==> src/verilog/rtc_pkg.sv <==
package rtc_pkg;
   // Register bus shape
   localparam int unsigned RTC_AW = 8;
   localparam int unsigned RTC_DW = 8;
   // Register offsets
   localparam logic [7:0] RTC_OFS_COUNT = 8'h01;
   localparam logic [7:0] RTC_OFS_IRQ_EN = 8'h0b;
   localparam logic [7:0] RTC_OFS_IRQ_PEND = 8'h0c;
   localparam logic [7:0] RTC_OFS_RELOAD = 8'h10;
   localparam logic [7:0] RTC_OFS_CTRL = 8'h11;
   // Reset values
   localparam logic [7:0] RTC_RST_COUNT = 8'h00;
   localparam logic [7:0] RTC_RST_IRQ_EN = 8'h00;
   localparam logic [7:0] RTC_RST_RELOAD = 8'h00;
   localparam logic [7:0] RTC_RST_CTRL = 8'h00;
   // Field positions
   localparam int unsigned RTC_BIT_OVF = 4;
   localparam int unsigned RTC_BIT_HALT = 6;
   localparam int unsigned RTC_BIT_EDGE = 5;
   localparam int unsigned RTC_BIT_SRC = 4;
   localparam int unsigned RTC_PSC_MSB = 3;
   // Implemented control bits, top count value, prescaler width
   localparam logic [7:0] RTC_CTRL_MASK = 8'h7f;
   localparam logic [7:0] RTC_CNT_MAX = 8'hff;
   localparam int unsigned RTC_PSC_W = 8;

   // Count source selection
   typedef enum logic {
      RTC_SRC_INSTR = 1'b0,
      RTC_SRC_EXT = 1'b1
   } rtc_src_t;

   // Low-bit mask of the prescaler for a division code
   function automatic logic [7:0] rtc_psc_mask(input logic [3:0] code);
      logic [7:0] m;
      m = 8'hff;
      if (!code[3]) begin
         m = 8'((9'h001 << code[2:0]) - 9'h001);
      end
      return m;
   endfunction : rtc_psc_mask
endpackage : rtc_pkg

==> src/verilog/rtc_tick_if.sv <==
`timescale 1ns/1ps
interface rtc_tick_if;
   logic src_tick;
   logic clr;
   logic [3:0] code;
   logic count_tick;
   logic [7:0] pcnt;

   modport ctrl (output src_tick, output clr, output code,
                 input count_tick, input pcnt);
   modport psc (input src_tick, input clr, input code,
                output count_tick, output pcnt);
endinterface : rtc_tick_if

==> src/verilog/rtc_ext_sync.sv <==
`timescale 1ns/1ps
module rtc_ext_sync (
   input wire logic ref_clk_i,
   input wire logic rst_n_i,
   input wire logic sample_en_i,
   input wire logic pin_i,
   input wire logic fall_sel_i,
   output logic edge_o
);
   logic s1_q;
   logic s2_q;
   logic s3_q;
   logic edge_q;

   // Synchroniser and history, stepped at instruction rate
   always_ff @(posedge ref_clk_i or negedge rst_n_i) begin
      if (!rst_n_i) begin
         s1_q <= 1'b0;
         s2_q <= 1'b0;
         s3_q <= 1'b0;
      end else if (sample_en_i) begin
         s1_q <= pin_i;
         s2_q <= s1_q;
         s3_q <= s2_q;
      end
   end

   // Selected edge as a one-cycle pulse
   always_ff @(posedge ref_clk_i or negedge rst_n_i) begin
      if (!rst_n_i) begin
         edge_q <= 1'b0;
      end else begin
         edge_q <= sample_en_i && (fall_sel_i ? (s3_q && !s2_q)
                                             : (s2_q && !s3_q));
      end
   end

   assign edge_o = edge_q;
endmodule : rtc_ext_sync

==> src/verilog/rtc_prescaler.sv <==
`timescale 1ns/1ps
module rtc_prescaler #(
   parameter int unsigned PW = 8
) (
   input wire logic ref_clk_i,
   input wire logic rst_n_i,
   rtc_tick_if.psc tk
);
   import rtc_pkg::*;

   logic [PW-1:0] cnt_q;
   logic tick_q;
   logic hit;

   // Division codes need exactly eight prescaler bits
   if (PW != RTC_PSC_W) begin : g_bad_width
      $error("rtc_prescaler: PW must be 8");
   end

   // Last source tick of a division period
   assign hit = tk.src_tick && ((cnt_q | ~rtc_psc_mask(tk.code)) == 8'hff);

   // Prescaler count, cleared by control and count register writes
   always_ff @(posedge ref_clk_i or negedge rst_n_i) begin
      if (!rst_n_i) begin
         cnt_q <= '0;
      end else if (tk.clr) begin
         cnt_q <= '0;
      end else if (tk.src_tick) begin
         cnt_q <= cnt_q + 8'h01;
      end
   end

   // One-cycle tick at period end
   always_ff @(posedge ref_clk_i or negedge rst_n_i) begin
      if (!rst_n_i) begin
         tick_q <= 1'b0;
      end else begin
         tick_q <= hit && !tk.clr;
      end
   end

   assign tk.count_tick = tick_q;
   assign tk.pcnt = cnt_q;
endmodule : rtc_prescaler

==> src/verilog/rtc_top.sv <==
// Implementation choice: strobed register access.
`timescale 1ns/1ps
module rtc_top (
   input wire logic ref_clk_i,
   input wire logic rst_n_i,
   input wire logic [rtc_pkg::RTC_AW-1:0] addr_i,
   input wire logic [rtc_pkg::RTC_DW-1:0] wdata_i,
   input wire logic wr_i,
   input wire logic rd_i,
   output logic [rtc_pkg::RTC_DW-1:0] rdata_o,
   input wire logic ext_count_input_i,
   output logic irq_o
);
   import rtc_pkg::*;

   logic [7:0] count_value_q;
   logic [7:0] count_value_d;
   logic [7:0] reload_value_q;
   logic [7:0] counter_control_q;
   logic [7:0] irq_enable_reg_q;
   logic overflow_flag_q;
   logic overflow_flag_d;
   logic [7:0] rdata_q;
   logic irq_q;
   logic phase_q;
   logic instr_tick;
   logic ext_edge;
   logic count_write_strobe;
   logic ctrl_write;
   logic pend_write;
   logic halt_bit;
   logic rollover;
   rtc_src_t count_source_select;

   rtc_tick_if tk ();

   // Write decode
   assign count_write_strobe = wr_i && (addr_i == RTC_OFS_COUNT);
   assign ctrl_write = wr_i && (addr_i == RTC_OFS_CTRL);
   assign pend_write = wr_i && (addr_i == RTC_OFS_IRQ_PEND);

   // Control field views
   assign halt_bit = counter_control_q[RTC_BIT_HALT];
   assign count_source_select = rtc_src_t'(counter_control_q[RTC_BIT_SRC]);

   // Instruction-cycle phase, one pulse every two clocks
   always_ff @(posedge ref_clk_i or negedge rst_n_i) begin
      if (!rst_n_i) begin
         phase_q <= 1'b0;
      end else begin
         phase_q <= !phase_q;
      end
   end
   assign instr_tick = phase_q;

   // External pin synchroniser and edge picker
   rtc_ext_sync u_sync (
      .ref_clk_i(ref_clk_i),
      .rst_n_i(rst_n_i),
      .sample_en_i(instr_tick),
      .pin_i(ext_count_input_i),
      .fall_sel_i(counter_control_q[RTC_BIT_EDGE]),
      .edge_o(ext_edge)
   );

   // Prescaler feed: source choice, halt gating, write clears
   assign tk.src_tick = !halt_bit && ((count_source_select == RTC_SRC_EXT)
                        ? ext_edge : instr_tick);
   assign tk.clr = ctrl_write || count_write_strobe;
   assign tk.code = counter_control_q[RTC_PSC_MSB:0];

   rtc_prescaler #(
      .PW(RTC_PSC_W)
   ) u_psc (
      .ref_clk_i(ref_clk_i),
      .rst_n_i(rst_n_i),
      .tk(tk)
   );

   // Rollover when a tick finds the count at its top
   assign rollover = tk.count_tick && !halt_bit && !count_write_strobe
                     && (count_value_q == RTC_CNT_MAX);

   // Next count: write first, then tick
   always_comb begin
      count_value_d = count_value_q;
      if (count_write_strobe) begin
         count_value_d = wdata_i;
      end else if (tk.count_tick && !halt_bit) begin
         if (count_value_q == RTC_CNT_MAX) begin
            count_value_d = reload_value_q;
         end else begin
            count_value_d = count_value_q + 8'h01;
         end
      end
   end

   // Count register
   always_ff @(posedge ref_clk_i or negedge rst_n_i) begin
      if (!rst_n_i) begin
         count_value_q <= RTC_RST_COUNT;
      end else begin
         count_value_q <= count_value_d;
      end
   end

   // Reload, control and enable registers
   always_ff @(posedge ref_clk_i or negedge rst_n_i) begin
      if (!rst_n_i) begin
         reload_value_q <= RTC_RST_RELOAD;
         counter_control_q <= RTC_RST_CTRL;
         irq_enable_reg_q <= RTC_RST_IRQ_EN;
      end else if (wr_i) begin
         if (addr_i == RTC_OFS_RELOAD) begin
            reload_value_q <= wdata_i;
         end
         if (addr_i == RTC_OFS_CTRL) begin
            counter_control_q <= wdata_i & RTC_CTRL_MASK;
         end
         if (addr_i == RTC_OFS_IRQ_EN) begin
            irq_enable_reg_q <= wdata_i;
         end
      end
   end

   // Overflow flag: set wins, zero written clears
   always_comb begin
      overflow_flag_d = overflow_flag_q;
      if (pend_write && !wdata_i[RTC_BIT_OVF]) begin
         overflow_flag_d = 1'b0;
      end
      if (rollover) begin
         overflow_flag_d = 1'b1;
      end
   end

   // Flag register
   always_ff @(posedge ref_clk_i or negedge rst_n_i) begin
      if (!rst_n_i) begin
         overflow_flag_q <= 1'b0;
      end else begin
         overflow_flag_q <= overflow_flag_d;
      end
   end

   // Level interrupt, registered
   always_ff @(posedge ref_clk_i or negedge rst_n_i) begin
      if (!rst_n_i) begin
         irq_q <= 1'b0;
      end else begin
         irq_q <= overflow_flag_q
                  && irq_enable_reg_q[RTC_BIT_OVF];
      end
   end

   // Read data, valid the cycle after the strobe
   always_ff @(posedge ref_clk_i or negedge rst_n_i) begin
      if (!rst_n_i) begin
         rdata_q <= 8'h00;
      end else if (rd_i) begin
         case (addr_i)
            RTC_OFS_COUNT: rdata_q <= count_value_q;
            RTC_OFS_IRQ_EN: rdata_q <= irq_enable_reg_q;
            RTC_OFS_IRQ_PEND:
               rdata_q <= 8'(overflow_flag_q) << RTC_BIT_OVF;
            RTC_OFS_RELOAD: rdata_q <= reload_value_q;
            RTC_OFS_CTRL: rdata_q <= counter_control_q;
            default: rdata_q <= 8'h00;
         endcase
      end else begin
         rdata_q <= 8'h00;
      end
   end

   // Ports straight from their flops
   assign rdata_o = rdata_q;
   assign irq_o = irq_q;
endmodule : rtc_top
==> config.mk <==
export PLATFORM = sky130hd
export DESIGN_NAME = rtc_top
export DESIGN_NICKNAME = d
export VERILOG_FILES = /design/src/verilog/rtc_pkg.sv /design/src/verilog/rtc_tick_if.sv /design/src/verilog/rtc_ext_sync.sv /design/src/verilog/rtc_prescaler.sv /design/src/verilog/rtc_top.sv
export SDC_FILE = /design/constraint.sdc
export NUM_CORES = 1
export LEC_CHECK = 0
export BUFFER_PORTS_ARGS = -buffer_cell sky130_fd_sc_hd__buf_2
export CAP_MARGIN = 20
export CORE_MARGIN = 2
export CORE_UTILIZATION = 50
export DETAILED_ROUTE_END_ITERATION = 10
export MAX_ROUTING_LAYER = met4
export PLACE_DENSITY_LB_ADDON = 0.12
export SLEW_MARGIN = 0
export SYNTH_ARGS = -nofsm -noshare
export SYNTH_HDL_FRONTEND = slang
export SYNTH_SLANG_ARGS = --single-unit
==> constraint.sdc <==
create_clock -name ref_clk_i -period 2.5 [get_ports ref_clk_i]
set_input_delay 0.125 -clock ref_clk_i [delete_from_list [all_inputs] [get_ports ref_clk_i]]
set_output_delay 0.125 -clock ref_clk_i [all_outputs]
set_load 0.01 [all_outputs]
Yosys cells after proc, flatten, opt, wreduce, memory -nomap -nowiden
Index checks and enable logic that the tools add are counted.
Operators by class
  add/sub/neg operators: 3
  equality and inequality tests: 7
  shift-type cells: 1
  multiplexer cells: 12
  bitwise gates (word level): 2
  reductions and logical operators: 28
Operators with widths (count)
  8-bit two-way mux: 7
  8-bit one-hot mux with 5 select lines: 1
  8-bit by 1-bit adder with 8-bit output, second input constant: 2
  8-bit by 4-bit == test with 1-bit output, second input constant: 2
  8-bit by 5-bit == test with 1-bit output, second input constant: 2
  8-bit == test, second input constant: 2
  1-bit logical AND: 14
  8-bit by 1-bit == test with 1-bit output, second input constant: 1
  8-bit NOT: 1
  8-bit OR: 1
  1-bit by 3-bit << shifter with 8-bit output, first input constant: 1
  8-bit by 1-bit subtractor with 8-bit output, second input constant: 1
  1-bit zero test: 7
  2-bit AND reduction: 3
  2-bit nonzero test: 3
  1-bit two-way mux: 4
  1-bit logical OR: 1
Storage, ports and cells
  register bits after elaboration: 55
  input bits: 21
  output and inout bits: 9
  logic and storage cells: 67

Longest topological paths before layout
  word-level depth: 8
  gate-level depth with buffers: 8
  depth with buffers taken out: 7

Hierarchy
From an unflattened synthesis, not the netlist that was laid out.
Second synthesis, totals
  cells, all modules: 250
  area total of the unflattened synthesis: 2845.2 µm²
Modules (own cells, without submodules)
  rtc_top: times used 1, cells an instance 192, area an instance 2205.9 µm², sequential area each 1051.0 µm²
  rtc_prescaler: times used 1, cells an instance 48, area an instance 481.7 µm², sequential area each 225.2 µm²
  rtc_ext_sync: times used 1, cells an instance 10, area an instance 157.7 µm², sequential area each 100.1 µm²

Least setup slack after synthesis
OpenSTA, ideal clock, no wires.
  path kind: reg-to-reg
  from: reg counter_control_q[0]
  to: reg u_psc.tick_q (netlist: u_psc.tk.count_tick)
  library setup time: 101 ps
  arrival: 1714 ps
  data required time: 2399 ps
  setup slack: 685 ps
  stages on the path, launching flop included: 8
  path buffers: 1
  period minus slack after synthesis: 1815 ps
  cell sequence: dfrtp_1 -> clkbuf_1 -> or3_1 -> ha_1 -> nor2b_1 -> o221a_2 -> nand4b_1 -> nor4_1
On the way
  longest elaborated chain between the ends: 8
RTL lines
  start: declaration: line rtc_top.sv:19  | logic [7:0] counter_control_q;
  start signal: assignment: line rtc_top.sv:118  | counter_control_q <= wdata_i & RTC_CTRL_MASK;
  1-bit by 3-bit << shifter with 8-bit output: line rtc_pkg.sv:38  | m = 8'((9'h001 << code[2:0]) - 9'h001);
  8-bit by 1-bit subtractor with 8-bit output: line rtc_pkg.sv:38
  8-bit two-way mux: line rtc_pkg.sv:37  | if (!code[3]) begin
  8-bit NOT: line rtc_prescaler.sv:21  | assign hit = tk.src_tick && ((cnt_q | ~rtc_psc_mask(tk.code)) == 8'hff);
  8-bit OR: line rtc_prescaler.sv:21
  8-bit == test: line rtc_prescaler.sv:21
  1-bit logical AND: line rtc_prescaler.sv:21
  1-bit logical AND: line rtc_prescaler.sv:39  | tick_q <= hit && !tk.clr;
  end signal: assignment: line rtc_prescaler.sv:39
  end: declaration: line rtc_prescaler.sv:12  | logic tick_q;
No other way between the ends.
A chain may end at the register's enable or synchronous reset.

Final worst setup path
  from: reg counter_control_q[2]
  to: reg u_psc.tick_q (netlist: u_psc.tk.count_tick)
Same word-level chain as after synthesis.

==> metrics.md <==
| Metric | Value |
|---|---|
| Critical R2R Launch | `counter_control_q[2]$_DFFE_PN0P_` |
| Sequential cell area fraction in the yosys report | `0.449` |
| Net load switching power | `0.000702 W` |
| GP Congestion | `between 0.8 and 0.9` |
| Num Clock Sinks | `55` |
| Worst slack, placed | `around 410 ps` |
| HPWL after detailed placement | `4.73 mm` |
| Number of setup buffers added after CTS | `0` |
| Core area | `5920 um^2` |
| Crit-path max FO | `11` |
| Share of flip-flops with an asynchronous set or reset after synthesis | `1.00` |
| Maximum clock skew at final layout | `around 6.2 ps` |
| Setup crit start kind | `flop` |
| Number of failing hold endpoints at the final stage | `0` |
| Area delta synth->final | `9.80%` |
| Synthesized area per cell | `~11 um^2` |
| Primary FF master, synth | `sky130_fd_sc_hd__dfrtp_1` |
| Number of buffers created by CTS | `5` |
| Total negative slack for setup checks | `0 ps` |
| LEAKAGE | `about 1.6 nW` |
| Proportion of layout cells with a drive suffix above 1 | `0.271` |
| Headroom to the max-slew limit | `0.547` |
| Count of unresolved DRC violations after routing | `0` |
| Total number of vias | `2305` |
| Number of core rows | `28` |
| Max clock buf depth | `2` |
| Internal power | `around 0.0015 W` |
| Final nets | `333` |
| Final Critical Period | `2000 ps` |
| Number of top-level pins | `30` |
| Cell count after synthesis | `280` |
| Flop pwr share | `0.551` |
| Type of the worst setup path | `flop to flop` |
| Antenna cell count | `0` |
| Max Freq | `about 500 MHz` |
| Full die area | `~6800 um^2` |
| Die H | `approximately 82 um` |
| Number of global-route vias before repair | `2163` |
| Critical path destination | `u_psc.tk.count_tick$_DFF_PN0_` |
| Remaining antenna violation count | `0` |
| Number of DRC violations after detailed-routing iteration 0 | `around 110` |
| Clock slew seen by the registers of the worst setup and hold paths | `roughly 100 ps` |
| RSZ-0062 raised after global routing | `no` |
| Syn_nets | `between 300 and 400` |
| H-Tree Level Count | `2` |
| Maximum number of pins on one net before global-route repair | `between 50 and 60` |
| Global-route total usage across every layer | `0.221` |
| X dimension of the die | `between 80 and 90 um` |
| Wire length of the first global-routing pass | `11.0 mm` |
| Unique cell type count in the Yosys netlist | `57` |
| Number of vias per cell after detailed routing | `about 6` |
| Number of input and output port buffers inserted | `29` |
| Total Routed Length | `about 6.7 mm` |
| Number of synthesized flops with an enable pin | `0` |
| Critical register-to-register path endpoint | `u_psc.tk.count_tick$_DFF_PN0_` |
| Flop2flop setup slack | `~500 ps` |
| Switching power share of the total | `0.322` |
| Synthesis warning total | `0` |
| Starting Density | `0.517` |
| Classification of the worst-slack hold path | `primary input to flop` |
| R2R cell count | `6` |
| Number of detailed-route iterations in the first pass | `4` |
| Worst setup path start | `counter_control_q[2]$_DFFE_PN0P_` |
| Post-synthesis cell area | `about 3100 um^2` |
| Status | `completed` |
| Post-synthesis register bit count | `55` |
| Worst slack on hold paths | `approximately 50 ps` |
| Final-report setup violation count | `0` |
| Relative contribution of the clock network to total power | `0.219` |
| Maximum Capacitance Violations | `0` |
| Pwr/cell area | `between 600 and 700 nW/um^2` |
| Fraction of the core area covered by cells at the end of the flow | `0.568` |
| TritonCTS clock tree | `yes` |
| Worst EP required | `around 2700 ps` |
| Number of antenna violations at the first check in global routing | `0` |
| Endpoint kind of the worst setup timing path | `flop` |
| Worst setup margin | `between 500 and 600 ps` |
| Cell chosen for the clock root | `sky130_fd_sc_hd__clkbuf_8` |
| Maximum resistive drop on vdd | `around 320 uV` |
| Source-to-sink clock delay at the later pin of the worst-skew pair | `about 300 ps` |
| Average routed wire per standard cell | `17.4 um` |
| Worst endpoint data arrival time | `between 2000 and 2500 ps` |
| Total congestion overflow | `0` |
| Final max-slew violation count | `0` |
| Slew at the pin with the worst max-slew slack | `between 600 and 700 ps` |
| Combinational Power Share | `0.230` |
| Final period util | `0.798` |
==> routing by layer <==
metal | routed length, um | track usage | vias to the layer above
met4 | 83 | 0.0633 | 0
met1 | 3190 | 0.304 | 1149
met5 | 0 | - | -
li1 | - | - | 1097
met2 | 3170 | 0.335 | 49
met3 | 250 | 0.0391 | 10
==> area by class of cell <==
| class | instances | area (um^2) |
|---|---|---|
| fillers | 520 | 2560 |
| multi-input cells | 202 | 1570 |
| flip-flops and latches | 55 | 1380 |
| repair buffers | 36 | 200 |
| well taps | 75 | 93.8 |
| clock buffers | 6 | 72.6 |
| inverters | 9 | 33.8 |
| clock inverters | 2 | 12.5 |
==> cell usage after synthesis, types with 4 or more instances <==
master	n	area share
sky130_fd_sc_hd__nor2_1	14	0.017
sky130_fd_sc_hd__xnor2_1	6	0.017
sky130_fd_sc_hd__mux2i_1	4	0.013
sky130_fd_sc_hd__and2_1	9	0.018
sky130_fd_sc_hd__o21ai_0	11	0.018
sky130_fd_sc_hd__a32oi_1	7	0.020
sky130_fd_sc_hd__mux2_2	17	0.062
sky130_fd_sc_hd__mux2_4	15	0.074
sky130_fd_sc_hd__inv_1	9	0.011
sky130_fd_sc_hd__and3_1	5	0.010
sky130_fd_sc_hd__nand2_1	19	0.023
sky130_fd_sc_hd__nand3_1	12	0.020
sky130_fd_sc_hd__o2bb2ai_1	7	0.020
sky130_fd_sc_hd__clkbuf_1	6	0.0074
sky130_fd_sc_hd__nor3_1	7	0.011
sky130_fd_sc_hd__dfrtp_1	55	0.45
sky130_fd_sc_hd__nand4_1	5	0.010
sky130_fd_sc_hd__a21oi_1	9	0.015
==> worst min path at each step <==
stage,from,endpoint,slack [ps],cells past startpoint
4_1_cts,ext_count_input_i,u_sync.s1_q$_DFFE_PN0P_,40,2
3_3_place_gp,rst_n_i,u_psc.tk.pcnt[5]$_DFFE_PN0P_,300,2
5_1_grt,ext_count_input_i,u_sync.s1_q$_DFFE_PN0P_,50,2
6_report,ext_count_input_i,u_sync.s1_q$_DFFE_PN0P_,50,2
2_1_floorplan,rst_n_i,count_value_q[0]$_DFFE_PN0P_,-170,0
3_5_place_dp,rst_n_i,u_psc.tk.pcnt[5]$_DFFE_PN0P_,300,2
==> through the flow <==
step	instances	cell area, um^2	power, W
CTS	385	3360	0.00221
global route	385	3360	0.00235
global placement	376	3270	0.00170
floorplan	280	3060	0.00156
finish	385	3360	0.00218
detailed placement	376	3270	0.00171
==> placed cells by master (no fill, tap or decap), types with 2 or more instances in the layout <==
master | Yosys | routed
sky130_fd_sc_hd__nor3b_1 | 3 | 3
sky130_fd_sc_hd__xor2_1 | 2 | 2
sky130_fd_sc_hd__and3_1 | 5 | 5
sky130_fd_sc_hd__inv_1 | 9 | 9
sky130_fd_sc_hd__a211oi_1 | 2 | 2
sky130_fd_sc_hd__nand2_1 | 19 | 19
sky130_fd_sc_hd__nand3_1 | 12 | 12
sky130_fd_sc_hd__mux2_2 | 17 | 17
sky130_fd_sc_hd__nand2b_1 | 2 | 2
sky130_fd_sc_hd__mux2_4 | 15 | 15
sky130_fd_sc_hd__or3_1 | 3 | 3
sky130_fd_sc_hd__o21ai_0 | 11 | 11
sky130_fd_sc_hd__nor2b_1 | 3 | 3
sky130_fd_sc_hd__a21o_1 | 2 | 2
sky130_fd_sc_hd__dfrtp_1 | 55 | 55
sky130_fd_sc_hd__buf_4 | 2 | 6
sky130_fd_sc_hd__nor3_1 | 7 | 7
sky130_fd_sc_hd__mux2i_1 | 4 | 4
sky130_fd_sc_hd__o211ai_1 | 2 | 2
sky130_fd_sc_hd__ha_1 | 3 | 3
sky130_fd_sc_hd__and2_1 | 9 | 9
sky130_fd_sc_hd__nand4_1 | 5 | 5
sky130_fd_sc_hd__a21oi_1 | 9 | 9
sky130_fd_sc_hd__o2bb2ai_1 | 7 | 7
sky130_fd_sc_hd__nor2_1 | 14 | 14
sky130_fd_sc_hd__nor4_4 | 2 | 2
sky130_fd_sc_hd__clkbuf_8 | 0 | 5
sky130_fd_sc_hd__a31o_2 | 2 | 2
sky130_fd_sc_hd__a211o_1 | 3 | 3
sky130_fd_sc_hd__xnor2_1 | 6 | 6
sky130_fd_sc_hd__nor4_1 | 2 | 2
sky130_fd_sc_hd__buf_2 | 3 | 29
sky130_fd_sc_hd__a32oi_1 | 7 | 7
sky130_fd_sc_hd__a31oi_1 | 2 | 2
sky130_fd_sc_hd__o21bai_1 | 2 | 2
==> power by group through the flow <==
stage	Clock (W)	Combinational [W]	Sequential, W
finish	0.000479	0.000502	0.00120
global placement	0	0.000485	0.00121
global route	0.000538	0.000578	0.00123
detailed placement	0	0.000499	0.00122
floorplan	0	0.000414	0.00114
CTS	0.000503	0.000504	0.00120
==> sequential cells by signal, summed over array words and instances, names as in the netlist <==
| signal | flops |
|---|---|
| u_psc.tk.pcnt | 8 |
| u_psc.tk.count_tick | 1 |
| count_value_q | 8 |
| instr_tick | 1 |
| u_sync.s1_q | 1 |
| overflow_flag_q | 1 |
| irq_o | 1 |
| u_sync.edge_o | 1 |
| irq_enable_reg_q | 8 |
| rdata_o | 8 |
| reload_value_q | 8 |
| counter_control_q | 7 |
| u_sync.s3_q | 1 |
| u_sync.s2_q | 1 |
==> critical path: stages (launching register included) <==
cell and delay, ps:
sky130_fd_sc_hd__dfrtp_1 500, sky130_fd_sc_hd__or3_1 430, sky130_fd_sc_hd__ha_1 280, sky130_fd_sc_hd__and2_1 160, sky130_fd_sc_hd__o21ai_0 200, sky130_fd_sc_hd__a31oi_1 110, sky130_fd_sc_hd__nor4_1 230
==> cells by family after synthesis <==
kind of cell             after synthesis  share of synthesized area
flip-flops                            55                      0.449
AO/OA/AOI/OAI                         58                      0.135
buffers and inverters                 23                     0.0368
XOR/XNOR                               8                     0.0229
adder cells (fa/ha/maj)                3                     0.0123
AND/OR/NAND/NOR                       97                      0.194
multiplexers                          36                      0.149
==> timing repair <==
action,in CTS,in global routing
hold endpoints to repair,55,0
resized for setup,0,0
hold buffers,1,0
(Power assumes the default switching activity.)
